==> config.mk <==
export PLATFORM = sky130hd
export DESIGN_NAME = branch_compare_flag_exec
export DESIGN_NICKNAME = d
export VERILOG_FILES = /design/src/rtl/branch_compare_flag_exec_pkg.sv /design/src/rtl/branch_compare_flag_exec.sv /design/src/rtl/gpr_file.sv
export VERILOG_INCLUDE_DIRS = /design/src /design/src/rtl
export SDC_FILE = /design/constraint.sdc
export NUM_CORES = 2
export LEC_CHECK = 0
export BUFFER_PORTS_ARGS = -buffer_cell sky130_fd_sc_hd__buf_2
export CAP_MARGIN = 25
export CORE_AREA = 2 2 262 264
export DETAILED_ROUTE_END_ITERATION = 6
export DIE_AREA = 0 0 264 266
export GPL_TIMING_DRIVEN = 0
export HOLD_SLACK_MARGIN = 0.1
export MAX_ROUTING_LAYER = met4
export PLACE_DENSITY = 0.79
export SLEW_MARGIN = 0
export SYNTH_ARGS = -nofsm -noshare
export SYNTH_HDL_FRONTEND = slang
export SYNTH_SLANG_ARGS = --single-unit
==> constraint.sdc <==
create_clock -name sys_clk -period 6.5 [get_ports sys_clk]
set_clock_uncertainty 0.2 [all_clocks]
set_input_delay 0.65 -clock sys_clk [delete_from_list [all_inputs] [get_ports sys_clk]]
set_output_delay 0.65 -clock sys_clk [all_outputs]
set_load 0.02 [all_outputs]
==> src/rtl/branch_compare_flag_exec_params.svh <==
// constants for the branch, compare and flag execution slice
`ifndef BRANCH_COMPARE_FLAG_EXEC_PARAMS_SVH
`define BRANCH_COMPARE_FLAG_EXEC_PARAMS_SVH

`define INSN_W 16
`define WORD_W 32
`define GPR_SEL_W 4
`define GPR_COUNT 16

`define PC_STEP 32'h0000_0002
`define LINK_OFS 32'h0000_0004

`define COND_RST 1'b0
`define CLIP_RST 1'b0
`define ACC_RST 32'h0000_0000
`define LINK_RST 32'h0000_0000
`define PC_RST 32'h0000_0000

`define CALL_REG_STATES 2

`define DST_MSB 11
`define DST_LSB 8
`define SRC_MSB 7
`define SRC_LSB 4
`define DISP12_MSB 11
`define DISP8_MSB 7

`define M_CALL_REL 16'hF000
`define V_CALL_REL 16'hB000
`define M_CALL_REG 16'hF0FF
`define V_CALL_REG 16'h0003
`define M_JMP_SET 16'hFF00
`define V_JMP_SET 16'h8900
`define M_JMP_SET_D 16'hFF00
`define V_JMP_SET_D 16'h8D00
`define M_FULL 16'hFFFF
`define V_ZERO_ACC 16'h0028
`define V_ZERO_CLIP 16'h0048
`define V_ZERO_COND 16'h0008
`define M_CMP_RR 16'hF00F
`define V_CMP_EQUAL 16'h3000
`define V_CMP_SIGNED_GE 16'h3003
`define V_CMP_SIGNED_GT 16'h3007
`define V_CMP_UNSIGNED_ABOVE 16'h3006
`define V_CMP_UNSIGNED_AE 16'h3002
`define V_CMP_BYTE 16'h200C
`define M_CMP_R 16'hF0FF
`define V_CMP_POSITIVE 16'h4015
`define V_CMP_NONNEG 16'h4011
`define M_CMP_IMM 16'hFF00
`define V_CMP_IMM 16'h8800

`endif

==> src/rtl/branch_compare_flag_exec_pkg.sv <==
// types and decoder for the branch, compare and flag slice
`include "branch_compare_flag_exec_params.svh"

package branch_compare_flag_exec_pkg;

    typedef enum logic [1:0] {
        ST_IDLE,
        ST_EXEC,
        ST_HOLD
    } state_t;

    typedef enum logic [4:0] {
        OP_NONE,
        OP_CALL_REL,
        OP_CALL_REG,
        OP_JMP_SET,
        OP_JMP_SET_D,
        OP_ZERO_ACC,
        OP_ZERO_CLIP,
        OP_ZERO_COND,
        OP_CMP_EQUAL,
        OP_CMP_SIGNED_GE,
        OP_CMP_SIGNED_GT,
        OP_CMP_UNSIGNED_ABOVE,
        OP_CMP_UNSIGNED_AE,
        OP_CMP_POSITIVE,
        OP_CMP_NONNEG,
        OP_CMP_BYTE,
        OP_CMP_IMM
    } op_t;

    function automatic logic hit(
        input logic [15:0] w,
        input logic [15:0] m,
        input logic [15:0] v
    );
        hit = ((w & m) == v);
    endfunction : hit

    function automatic op_t decode(input logic [15:0] w);
        op_t o;
        o = OP_NONE;
        if (hit(w, `M_CALL_REL, `V_CALL_REL)) o = OP_CALL_REL;
        else if (hit(w, `M_CALL_REG, `V_CALL_REG)) o = OP_CALL_REG;
        else if (hit(w, `M_JMP_SET, `V_JMP_SET)) o = OP_JMP_SET;
        else if (hit(w, `M_JMP_SET_D, `V_JMP_SET_D)) o = OP_JMP_SET_D;
        else if (hit(w, `M_FULL, `V_ZERO_ACC)) o = OP_ZERO_ACC;
        else if (hit(w, `M_FULL, `V_ZERO_CLIP)) o = OP_ZERO_CLIP;
        else if (hit(w, `M_FULL, `V_ZERO_COND)) o = OP_ZERO_COND;
        else if (hit(w, `M_CMP_RR, `V_CMP_EQUAL)) o = OP_CMP_EQUAL;
        else if (hit(w, `M_CMP_RR, `V_CMP_SIGNED_GE)) o = OP_CMP_SIGNED_GE;
        else if (hit(w, `M_CMP_RR, `V_CMP_SIGNED_GT)) o = OP_CMP_SIGNED_GT;
        else if (hit(w, `M_CMP_RR, `V_CMP_UNSIGNED_ABOVE)) o = OP_CMP_UNSIGNED_ABOVE;
        else if (hit(w, `M_CMP_RR, `V_CMP_UNSIGNED_AE)) o = OP_CMP_UNSIGNED_AE;
        else if (hit(w, `M_CMP_R, `V_CMP_POSITIVE)) o = OP_CMP_POSITIVE;
        else if (hit(w, `M_CMP_R, `V_CMP_NONNEG)) o = OP_CMP_NONNEG;
        else if (hit(w, `M_CMP_RR, `V_CMP_BYTE)) o = OP_CMP_BYTE;
        else if (hit(w, `M_CMP_IMM, `V_CMP_IMM)) o = OP_CMP_IMM;
        decode = o;
    endfunction : decode

endpackage : branch_compare_flag_exec_pkg

==> src/rtl/branch_compare_flag_exec.sv <==
// branch, call, compare and flag-clear execution slice
//
// Implementation choices: the strobed register port and the placing of the registers.
`include "branch_compare_flag_exec_params.svh"

module branch_compare_flag_exec
    import branch_compare_flag_exec_pkg::*;
(
    input wire logic sys_clk,
    input wire logic nrst,
    input wire logic instr_valid,
    input wire logic [15:0] instr_word,
    input wire logic [31:0] instr_addr,
    input wire logic irq_pending,
    input wire logic gpr_wr_en,
    input wire logic [3:0] gpr_wr_sel,
    input wire logic [31:0] gpr_wr_data,
    input wire logic flag_wr_en,
    input wire logic cond_flag_in,
    input wire logic clip_flag_in,
    input wire logic accum_wr_en,
    input wire logic [31:0] accum_high_in,
    input wire logic [31:0] accum_low_in,
    output logic instr_ready,
    output logic done,
    output logic [31:0] next_pc,
    output logic pc_redirect,
    output logic slot_illegal,
    output logic foreign_instr,
    output logic irq_accept,
    output logic in_slot,
    output logic cond_flag,
    output logic clip_flag,
    output logic [31:0] accum_high,
    output logic [31:0] accum_low,
    output logic [31:0] return_link
);

    state_t st_q;
    state_t st_d;
    op_t op_q;
    op_t op_in;
    logic [15:0] instr_q;
    logic [31:0] addr_q;
    logic take;
    logic [3:0] sel_a;
    logic [31:0] dst_data;
    logic [31:0] src_data;
    logic slot_pend_q;
    logic [31:0] slot_tgt_q;
    logic instr_ready_q;
    logic done_q;
    logic [31:0] next_pc_q;
    logic pc_redirect_q;
    logic slot_illegal_q;
    logic foreign_q;
    logic irq_accept_q;
    logic cond_q;
    logic clip_q;
    logic [31:0] acc_hi_q;
    logic [31:0] acc_lo_q;
    logic [31:0] link_q;

    logic exec;
    logic is_branch;
    logic bad_slot;
    logic run;
    logic cmp_op;
    logic cmp_res;
    logic [31:0] link_val;
    logic [31:0] seq_pc;
    logic [31:0] tgt;
    logic opens_slot;
    logic [31:0] pc_d;
    logic redirect_d;
    logic finish;

    // sign-extend a displacement and double it
    function automatic logic [31:0] disp_x2(
        input logic [11:0] d,
        input logic wide
    );
        logic [31:0] s;
        s = 32'h0000_0000;
        if (wide) begin
            s = {{20{d[11]}}, d};
        end else begin
            s = {{24{d[7]}}, d[7:0]};
        end
        disp_x2 = {s[30:0], 1'b0};
    endfunction : disp_x2

    function automatic logic any_byte_eq(
        input logic [31:0] a,
        input logic [31:0] b
    );
        logic [31:0] x;
        x = a ^ b;
        any_byte_eq = (x[31:24] == 8'h00) || (x[23:16] == 8'h00) ||
            (x[15:8] == 8'h00) || (x[7:0] == 8'h00);
    endfunction : any_byte_eq

    function automatic logic compare(
        input op_t o,
        input logic [31:0] d,
        input logic [31:0] s,
        input logic [7:0] imm
    );
        logic r;
        r = 1'b0;
        case (o)
            OP_CMP_EQUAL: r = (d == s);
            OP_CMP_SIGNED_GE: r = ($signed(d) >= $signed(s));
            OP_CMP_SIGNED_GT: r = ($signed(d) > $signed(s));
            OP_CMP_UNSIGNED_ABOVE: r = (d > s);
            OP_CMP_UNSIGNED_AE: r = (d >= s);
            OP_CMP_POSITIVE: r = ($signed(d) > $signed(32'h0000_0000));
            OP_CMP_NONNEG: r = !d[31];
            OP_CMP_BYTE: r = any_byte_eq(d, s);
            OP_CMP_IMM: r = (d == {{24{imm[7]}}, imm});
            default: r = 1'b0;
        endcase
        compare = r;
    endfunction : compare

    // accept and read-address steering
    assign take = instr_valid && instr_ready_q;
    assign op_in = decode(instr_word);
    assign sel_a = (op_in == OP_CMP_IMM) ? 4'h0 :
        instr_word[`DST_MSB:`DST_LSB];

    gpr_file u_gpr (
        .sys_clk(sys_clk),
        .nrst(nrst),
        .wr_en(gpr_wr_en),
        .wr_sel(gpr_wr_sel),
        .wr_data(gpr_wr_data),
        .rd_en(take),
        .rd_sel_a(sel_a),
        .rd_sel_b(instr_word[`SRC_MSB:`SRC_LSB]),
        .rd_data_a(dst_data),
        .rd_data_b(src_data)
    );

    // execute-stage decode
    assign exec = (st_q == ST_EXEC);
    assign is_branch = (op_q == OP_CALL_REL) || (op_q == OP_CALL_REG) ||
        (op_q == OP_JMP_SET) || (op_q == OP_JMP_SET_D);
    assign bad_slot = slot_pend_q && is_branch;
    assign run = exec && !bad_slot;
    assign cmp_op = (op_q >= OP_CMP_EQUAL);
    assign cmp_res = compare(op_q, dst_data, src_data, instr_q[7:0]);
    assign link_val = addr_q + `LINK_OFS;
    assign seq_pc = addr_q + `PC_STEP;

    always_comb begin
        tgt = 32'h0000_0000;
        case (op_q)
            OP_CALL_REL: tgt = link_val + disp_x2(instr_q[11:0], 1'b1);
            OP_CALL_REG: tgt = link_val + dst_data;
            OP_JMP_SET: tgt = link_val + disp_x2(instr_q[11:0], 1'b0);
            OP_JMP_SET_D: tgt = link_val + disp_x2(instr_q[11:0], 1'b0);
            default: tgt = seq_pc;
        endcase
    end

    // a delayed branch opens a slot; conditional only when taken
    always_comb begin
        opens_slot = 1'b0;
        case (op_q)
            OP_CALL_REL: opens_slot = 1'b1;
            OP_CALL_REG: opens_slot = 1'b1;
            OP_JMP_SET_D: opens_slot = cond_q;
            default: opens_slot = 1'b0;
        endcase
    end

    // next program counter
    always_comb begin
        pc_d = seq_pc;
        redirect_d = 1'b0;
        if (slot_pend_q) begin
            pc_d = slot_tgt_q;
            redirect_d = 1'b1;
        end else if (op_q == OP_JMP_SET && cond_q) begin
            pc_d = tgt;
            redirect_d = 1'b1;
        end
    end

    assign finish = (exec && !(run && op_q == OP_CALL_REG)) ||
        (st_q == ST_HOLD);

    // sequencer
    always_comb begin
        st_d = st_q;
        case (st_q)
            ST_IDLE: begin
                if (take) begin
                    st_d = ST_EXEC;
                end
            end
            ST_EXEC: begin
                if (run && op_q == OP_CALL_REG) begin
                    st_d = ST_HOLD;
                end else begin
                    st_d = ST_IDLE;
                end
            end
            ST_HOLD: st_d = ST_IDLE;
            default: st_d = ST_IDLE;
        endcase
    end

    always_ff @(posedge sys_clk) begin
        if (!nrst) begin
            st_q <= ST_IDLE;
        end else begin
            st_q <= st_d;
        end
    end

    always_ff @(posedge sys_clk) begin
        if (!nrst) begin
            instr_q <= 16'h0000;
            addr_q <= `PC_RST;
            op_q <= OP_NONE;
        end else if (take) begin
            instr_q <= instr_word;
            addr_q <= instr_addr;
            op_q <= op_in;
        end
    end

    always_ff @(posedge sys_clk) begin
        if (!nrst) begin
            instr_ready_q <= 1'b1;
        end else if (take) begin
            instr_ready_q <= 1'b0;
        end else if (finish) begin
            instr_ready_q <= 1'b1;
        end
    end

    // delay-slot tracking
    always_ff @(posedge sys_clk) begin
        if (!nrst) begin
            slot_pend_q <= 1'b0;
            slot_tgt_q <= `PC_RST;
        end else if (exec) begin
            if (slot_pend_q) begin
                slot_pend_q <= 1'b0;
            end else if (opens_slot) begin
                slot_pend_q <= 1'b1;
                slot_tgt_q <= tgt;
            end
        end
    end

    // completion, pc and event pulses
    always_ff @(posedge sys_clk) begin
        if (!nrst) begin
            done_q <= 1'b0;
            pc_redirect_q <= 1'b0;
            slot_illegal_q <= 1'b0;
            foreign_q <= 1'b0;
            irq_accept_q <= 1'b0;
        end else begin
            done_q <= finish;
            pc_redirect_q <= exec && redirect_d && !bad_slot;
            slot_illegal_q <= exec && bad_slot;
            foreign_q <= exec && (op_q == OP_NONE);
            irq_accept_q <= exec && irq_pending &&
                (slot_pend_q || !opens_slot);
        end
    end

    always_ff @(posedge sys_clk) begin
        if (!nrst) begin
            next_pc_q <= `PC_RST;
        end else if (run) begin
            next_pc_q <= pc_d;
        end
    end

    // condition flag
    always_ff @(posedge sys_clk) begin
        if (!nrst) begin
            cond_q <= `COND_RST;
        end else if (run && op_q == OP_ZERO_COND) begin
            cond_q <= 1'b0;
        end else if (run && cmp_op) begin
            cond_q <= cmp_res;
        end else if (flag_wr_en && !exec) begin
            cond_q <= cond_flag_in;
        end
    end

    // saturation flag
    always_ff @(posedge sys_clk) begin
        if (!nrst) begin
            clip_q <= `CLIP_RST;
        end else if (run && op_q == OP_ZERO_CLIP) begin
            clip_q <= 1'b0;
        end else if (flag_wr_en && !exec) begin
            clip_q <= clip_flag_in;
        end
    end

    // accumulator pair
    always_ff @(posedge sys_clk) begin
        if (!nrst) begin
            acc_hi_q <= `ACC_RST;
            acc_lo_q <= `ACC_RST;
        end else if (run && op_q == OP_ZERO_ACC) begin
            acc_hi_q <= `ACC_RST;
            acc_lo_q <= `ACC_RST;
        end else if (accum_wr_en && !exec) begin
            acc_hi_q <= accum_high_in;
            acc_lo_q <= accum_low_in;
        end
    end

    // return link for both call forms
    always_ff @(posedge sys_clk) begin
        if (!nrst) begin
            link_q <= `LINK_RST;
        end else if (run && (op_q == OP_CALL_REL || op_q == OP_CALL_REG))
        begin
            link_q <= link_val;
        end
    end

    assign instr_ready = instr_ready_q;
    assign done = done_q;
    assign next_pc = next_pc_q;
    assign pc_redirect = pc_redirect_q;
    assign slot_illegal = slot_illegal_q;
    assign foreign_instr = foreign_q;
    assign irq_accept = irq_accept_q;
    assign in_slot = slot_pend_q;
    assign cond_flag = cond_q;
    assign clip_flag = clip_q;
    assign accum_high = acc_hi_q;
    assign accum_low = acc_lo_q;
    assign return_link = link_q;

endmodule : branch_compare_flag_exec

==> src/rtl/gpr_file.sv <==
// general register file, one write port, two registered read ports
`include "branch_compare_flag_exec_params.svh"

module gpr_file (
    input wire logic sys_clk,
    input wire logic nrst,
    input wire logic wr_en,
    input wire logic [3:0] wr_sel,
    input wire logic [31:0] wr_data,
    input wire logic rd_en,
    input wire logic [3:0] rd_sel_a,
    input wire logic [3:0] rd_sel_b,
    output logic [31:0] rd_data_a,
    output logic [31:0] rd_data_b
);
    logic [31:0] mem [0:`GPR_COUNT-1];

    always_ff @(posedge sys_clk) begin
        if (wr_en) begin
            mem[wr_sel] <= wr_data;
        end
    end

    always_ff @(posedge sys_clk) begin
        if (!nrst) begin
            rd_data_a <= 32'h0000_0000;
            rd_data_b <= 32'h0000_0000;
        end else if (rd_en) begin
            rd_data_a <= mem[rd_sel_a];
            rd_data_b <= mem[rd_sel_b];
        end
    end
endmodule : gpr_file

==> qor.txt <==
cell area reported after detailed placement - 0.0432 mm^2
row count - 96
endpoint of the worst register-to-register path - slot_tgt_q[29]$_SDFFE_PN0P_
clock tree from TritonCTS - yes
share of the clock period used by the worst path after layout - 0.816
per-cell routed wire length - 29.4 um
nets@finish - 3906
fraction of power consumed by sequential logic - 0.468
post-CTS sizing - 0
pre-CTS setup slack - 1.03 ns
net load switching power - 3.23 mW
maxcap violations - 0
Syn Std Cell Area - 0.0401 mm^2
slew at the pin with the worst max-slew slack - 1.19 ns
H-tree levels - 3
switching power as a share of total power - 0.266
largest net degree at the start of global routing - 23
violated checks - design-rule violations
area enclosed by the die boundary - 0.0702 mm^2
filler cell count in the final layout - 4671
Hold WC Path Type - input pin to flop
Worst-Skew Late Latency - 0.65 ns
detailed placement HPWL - 92700 um
power share of the clock group - 0.391
number of sinks on the clock net - 796
register cell area after layout - 0.0211 mm^2
Netlist cell types - 96
antenna violation net count after detailed routing - 0
growth of design area from synthesis to finish - 17.2%
via total after detailed routing - 31450
vias in the first global route - 31150
min Tclk post-route - 5.30 ns
1st-iter DRT viols - 4132
Post-Synthesis Cells - 3145
Internal Dissipation - 8.90 mW
DR vias/cell - 6.82
startpoint types - flop
Clock Pin Slew Worst Setup and Hold Paths - 0.06 ns
global-route wire length before repair - 197000 um
synthesized net count - 3399
placed insts - 4344
critical path endpoint - slot_tgt_q[29]$_SDFFE_PN0P_
cell area after layout - 0.0470 mm^2
power density over cell area - 258 mW/mm^2
Post-Route Utilization - 0.693
floorplan core area - 0.0677 mm^2
worst hold-check slack - 0.132 ns
number of enable-type register cells in the synthesized netlist - 512
syn avg cell area - 12.7 um^2
aggregate global routing overflow - 0
VDD IR max - 374 uV
Finished Layout Cells - 4612
Final Routed Wirelength - 136000 um
Vert. Die Dim - 266 um
relative slew slack - 0.208
layout cell share with drive strength beyond 1 - 0.236
CP Class - flop to flop
Top Ports - 294
buffers inserted during post-CTS setup optimization - 0
Crit. End Element - flop
remaining routing DRC violations - 1
leakage power total - 16.9 nW
Worst Setup SP - addr_q[2]$_SDFFE_PN0P_
outcome - finished, violations left
routability cong. - 1.03
worst endpoint data arrival time - 5.59 ns
required time worst endpoint - 6.78 ns
Port Buffer Count - 286
Fin. Hold Viols - 0
buffer levels on the longest clock path - 3
area occupied by multi-input gates - 0.0180 mm^2
clock root buffer - clkbuf_16
share of async-settable or async-resettable flops after synthesis - 0
fmax - 189 MHz
Horiz. Die Dim - 264 um
combinational share of power - 0.141
primary flip-flop cell chosen by synthesis mapping - edfxtp_1
max-slew violations - 0
# setup viols final - 0
number of warnings issued by yosys - 0
register bit count reported by yosys - 796
FF-to-FF setup slack - 1.20 ns
slack of the critical path - 1.20 ns
TritonCTS buffer count - 83
number of cells on the worst reg-to-reg path - 15
router iterations before antenna repair - 7
overall fraction of global-route tracks in use - 0.393
maximum fanout count along the critical path - 7
initial antenna violation count - 15
reg-to-reg startpoint - addr_q[2]$_SDFFE_PN0P_
setup repair after global routing missed its margin - false
post-synthesis sequential area ratio - 0.525
initial core utilization - 0.592
## logic make-up (layout without fill, tap and decap cells)
group	after synthesis	after routing	synth area share
AOI/OAI and AO/OA	641	641	0.106
xor gates and xnor gates	114	114	0.0253
adders and majority gates	97	97	0.0307
buffers and inverters	267	838	0.0287
DFF	796	796	0.525
muxes	364	364	0.181
other	0	14	0
and+or+nand+nor	866	866	0.103
## timing repair
item / CTS / global route
setup endpoints to repair: 0 / 0
hold endpoints to repair: 98 / 0
hold buffers: 98 / 0
## layer usage
| layer | up-vias | wire, um | share of wire | global-route usage |
|---|---|---|---|---|
| li1 | 13105 | - | - | - |
| met1 | 15273 | 47200 | 0.35 | 0.471 |
| met2 | 2473 | 65000 | 0.48 | 0.629 |
| met3 | 599 | 14900 | 0.11 | 0.0817 |
| met4 | 0 | 8550 | 0.063 | 0.213 |
| met5 | - | 0 | 0 | - |
## stage by stage
| step | setup TNS, ns | power [mW] |
|---|---|---|
| floorplan | 0 | 6.76 |
| global placement | -16.12 | 7.30 |
| detailed placement | 0 | 7.36 |
| CTS | 0 | 12.1 |
| global route | 0 | 12.4 |
| finish | 0 | 12.1 |
## power by group through the flow
| stage | clock, mW | combinational (mW) | sequential, mW |
|---|---|---|---|
| detailed placement | 0 | 1.59 | 5.77 |
| floorplan | 0 | 0.983 | 5.78 |
| finish | 4.74 | 1.71 | 5.67 |
| global route | 4.93 | 1.80 | 5.68 |
| CTS | 4.73 | 1.66 | 5.66 |
| global placement | 0 | 1.54 | 5.76 |
## cells in the final DEF (no fill, tap or decap), types with 16 or more instances in the layout
cell type	netlist	final
o21a_1	17	17
mux4_2	288	288
a21oi_1	204	204
a21oi_2	31	31
mux2i_1	68	68
nor2_1	138	126
nor4_1	16	16
buf_2	40	327
nand3b_1	16	16
a211oi_1	92	92
xnor2_1	58	58
nor2b_1	102	102
a21o_1	27	27
o211ai_1	21	21
ha_1	95	95
nor3_1	31	27
dfxtp_1	284	284
inv_1	49	49
dlygate4sd3_1	0	98
buf_1	19	19
xor2_1	54	54
buf_6	5	20
o21ai_0	81	81
nand4_1	28	28
nand3_1	47	47
clkbuf_1	141	164
a31oi_1	20	20
clkbuf_16	0	88
a21boi_0	53	53
nand2_1	401	401
edfxtp_1	512	512
## worst min path at each step
stage	slack, ns	endpoint	cells after the start	start
final	0.13	addr_q[26]$_SDFFE_PN0P_	3	instr_addr[26]
after global placement	0.24	accum_low[30]$_SDFFE_PP0P_	2	accum_low[30]$_SDFFE_PP0P_
after global routing	0.13	addr_q[26]$_SDFFE_PN0P_	3	instr_addr[26]
after detailed placement	0.24	accum_high[12]$_SDFFE_PP0P_	2	accum_high[12]$_SDFFE_PP0P_
after CTS	0.11	addr_q[26]$_SDFFE_PN0P_	3	instr_addr[26]
after floorplan	0.24	u_gpr.rd_data_b[1]$_SDFFE_PN0P_	2	u_gpr.rd_data_b[1]$_SDFFE_PN0P_
## flip-flops by register name, indices dropped and copies added (netlist names), 32 cells and up
signal / cells
accum_high: 32
accum_low: 32
addr_q: 32
next_pc: 32
return_link: 32
slot_tgt_q: 32
u_gpr.mem: 512
u_gpr.rd_data_a: 32
u_gpr.rd_data_b: 32
## final cells by class
cell class	instances	share of cell area
Clock buffer	118	0.0508
Antenna cell	14	0.000746
Timing Repair Buffer	422	0.0634
Sequential cell	796	0.448
Clock inverter	31	0.00578
Tap cell	882	0.0235
Inverter	50	0.00400
Multi-Input combinational cell	2082	0.383
Buffer	217	0.0205
## synthesized netlist by cell type, drive strengths merged, types with 5 or more instances
cell	instances	area, um^2
a211o	6	52.6
a211oi	92	691
a21boi	53	398
a21o	27	203
a21oi	235	1290
a221oi	10	93.8
a31oi	20	125
and2	14	90.1
and3	13	81.3
and4	5	43.8
buf	73	418
clkbuf	144	544
dfxtp	284	5690
edfxtp	512	15400
ha	95	1190
inv	49	184
mux2	8	90.1
mux2i	68	681
mux4	288	6490
nand2	404	1530
nand2b	15	93.8
nand3	49	263
nand3b	16	120
nand4	30	209
nor2	141	551
nor2b	102	638
nor3	32	171
nor4	18	134
o211a	12	120
o211ai	21	158
o21a	18	143
o21ai	86	445
o21bai	5	37.5
o22ai	15	93.8
or2	5	31.3
or3	6	37.5
xnor2	58	508
xor2	56	505
## critical path: stages (launching register included)
cell,delay (ns)
dfxtp_1,0.50
ha_1,0.34
nand3_4,0.14
nor3_4,0.40
nand2_2,0.13
or4_4,0.61
xnor2_1,0.46
ha_1,0.38
and3_1,0.21
and2_1,0.16
a221oi_1,0.39
nand2_1,0.08
o21ai_0,0.42
o21ai_0,0.25
a211oi_1,0.37
a21oi_1,0.11
(Power assumes the default switching activity.)
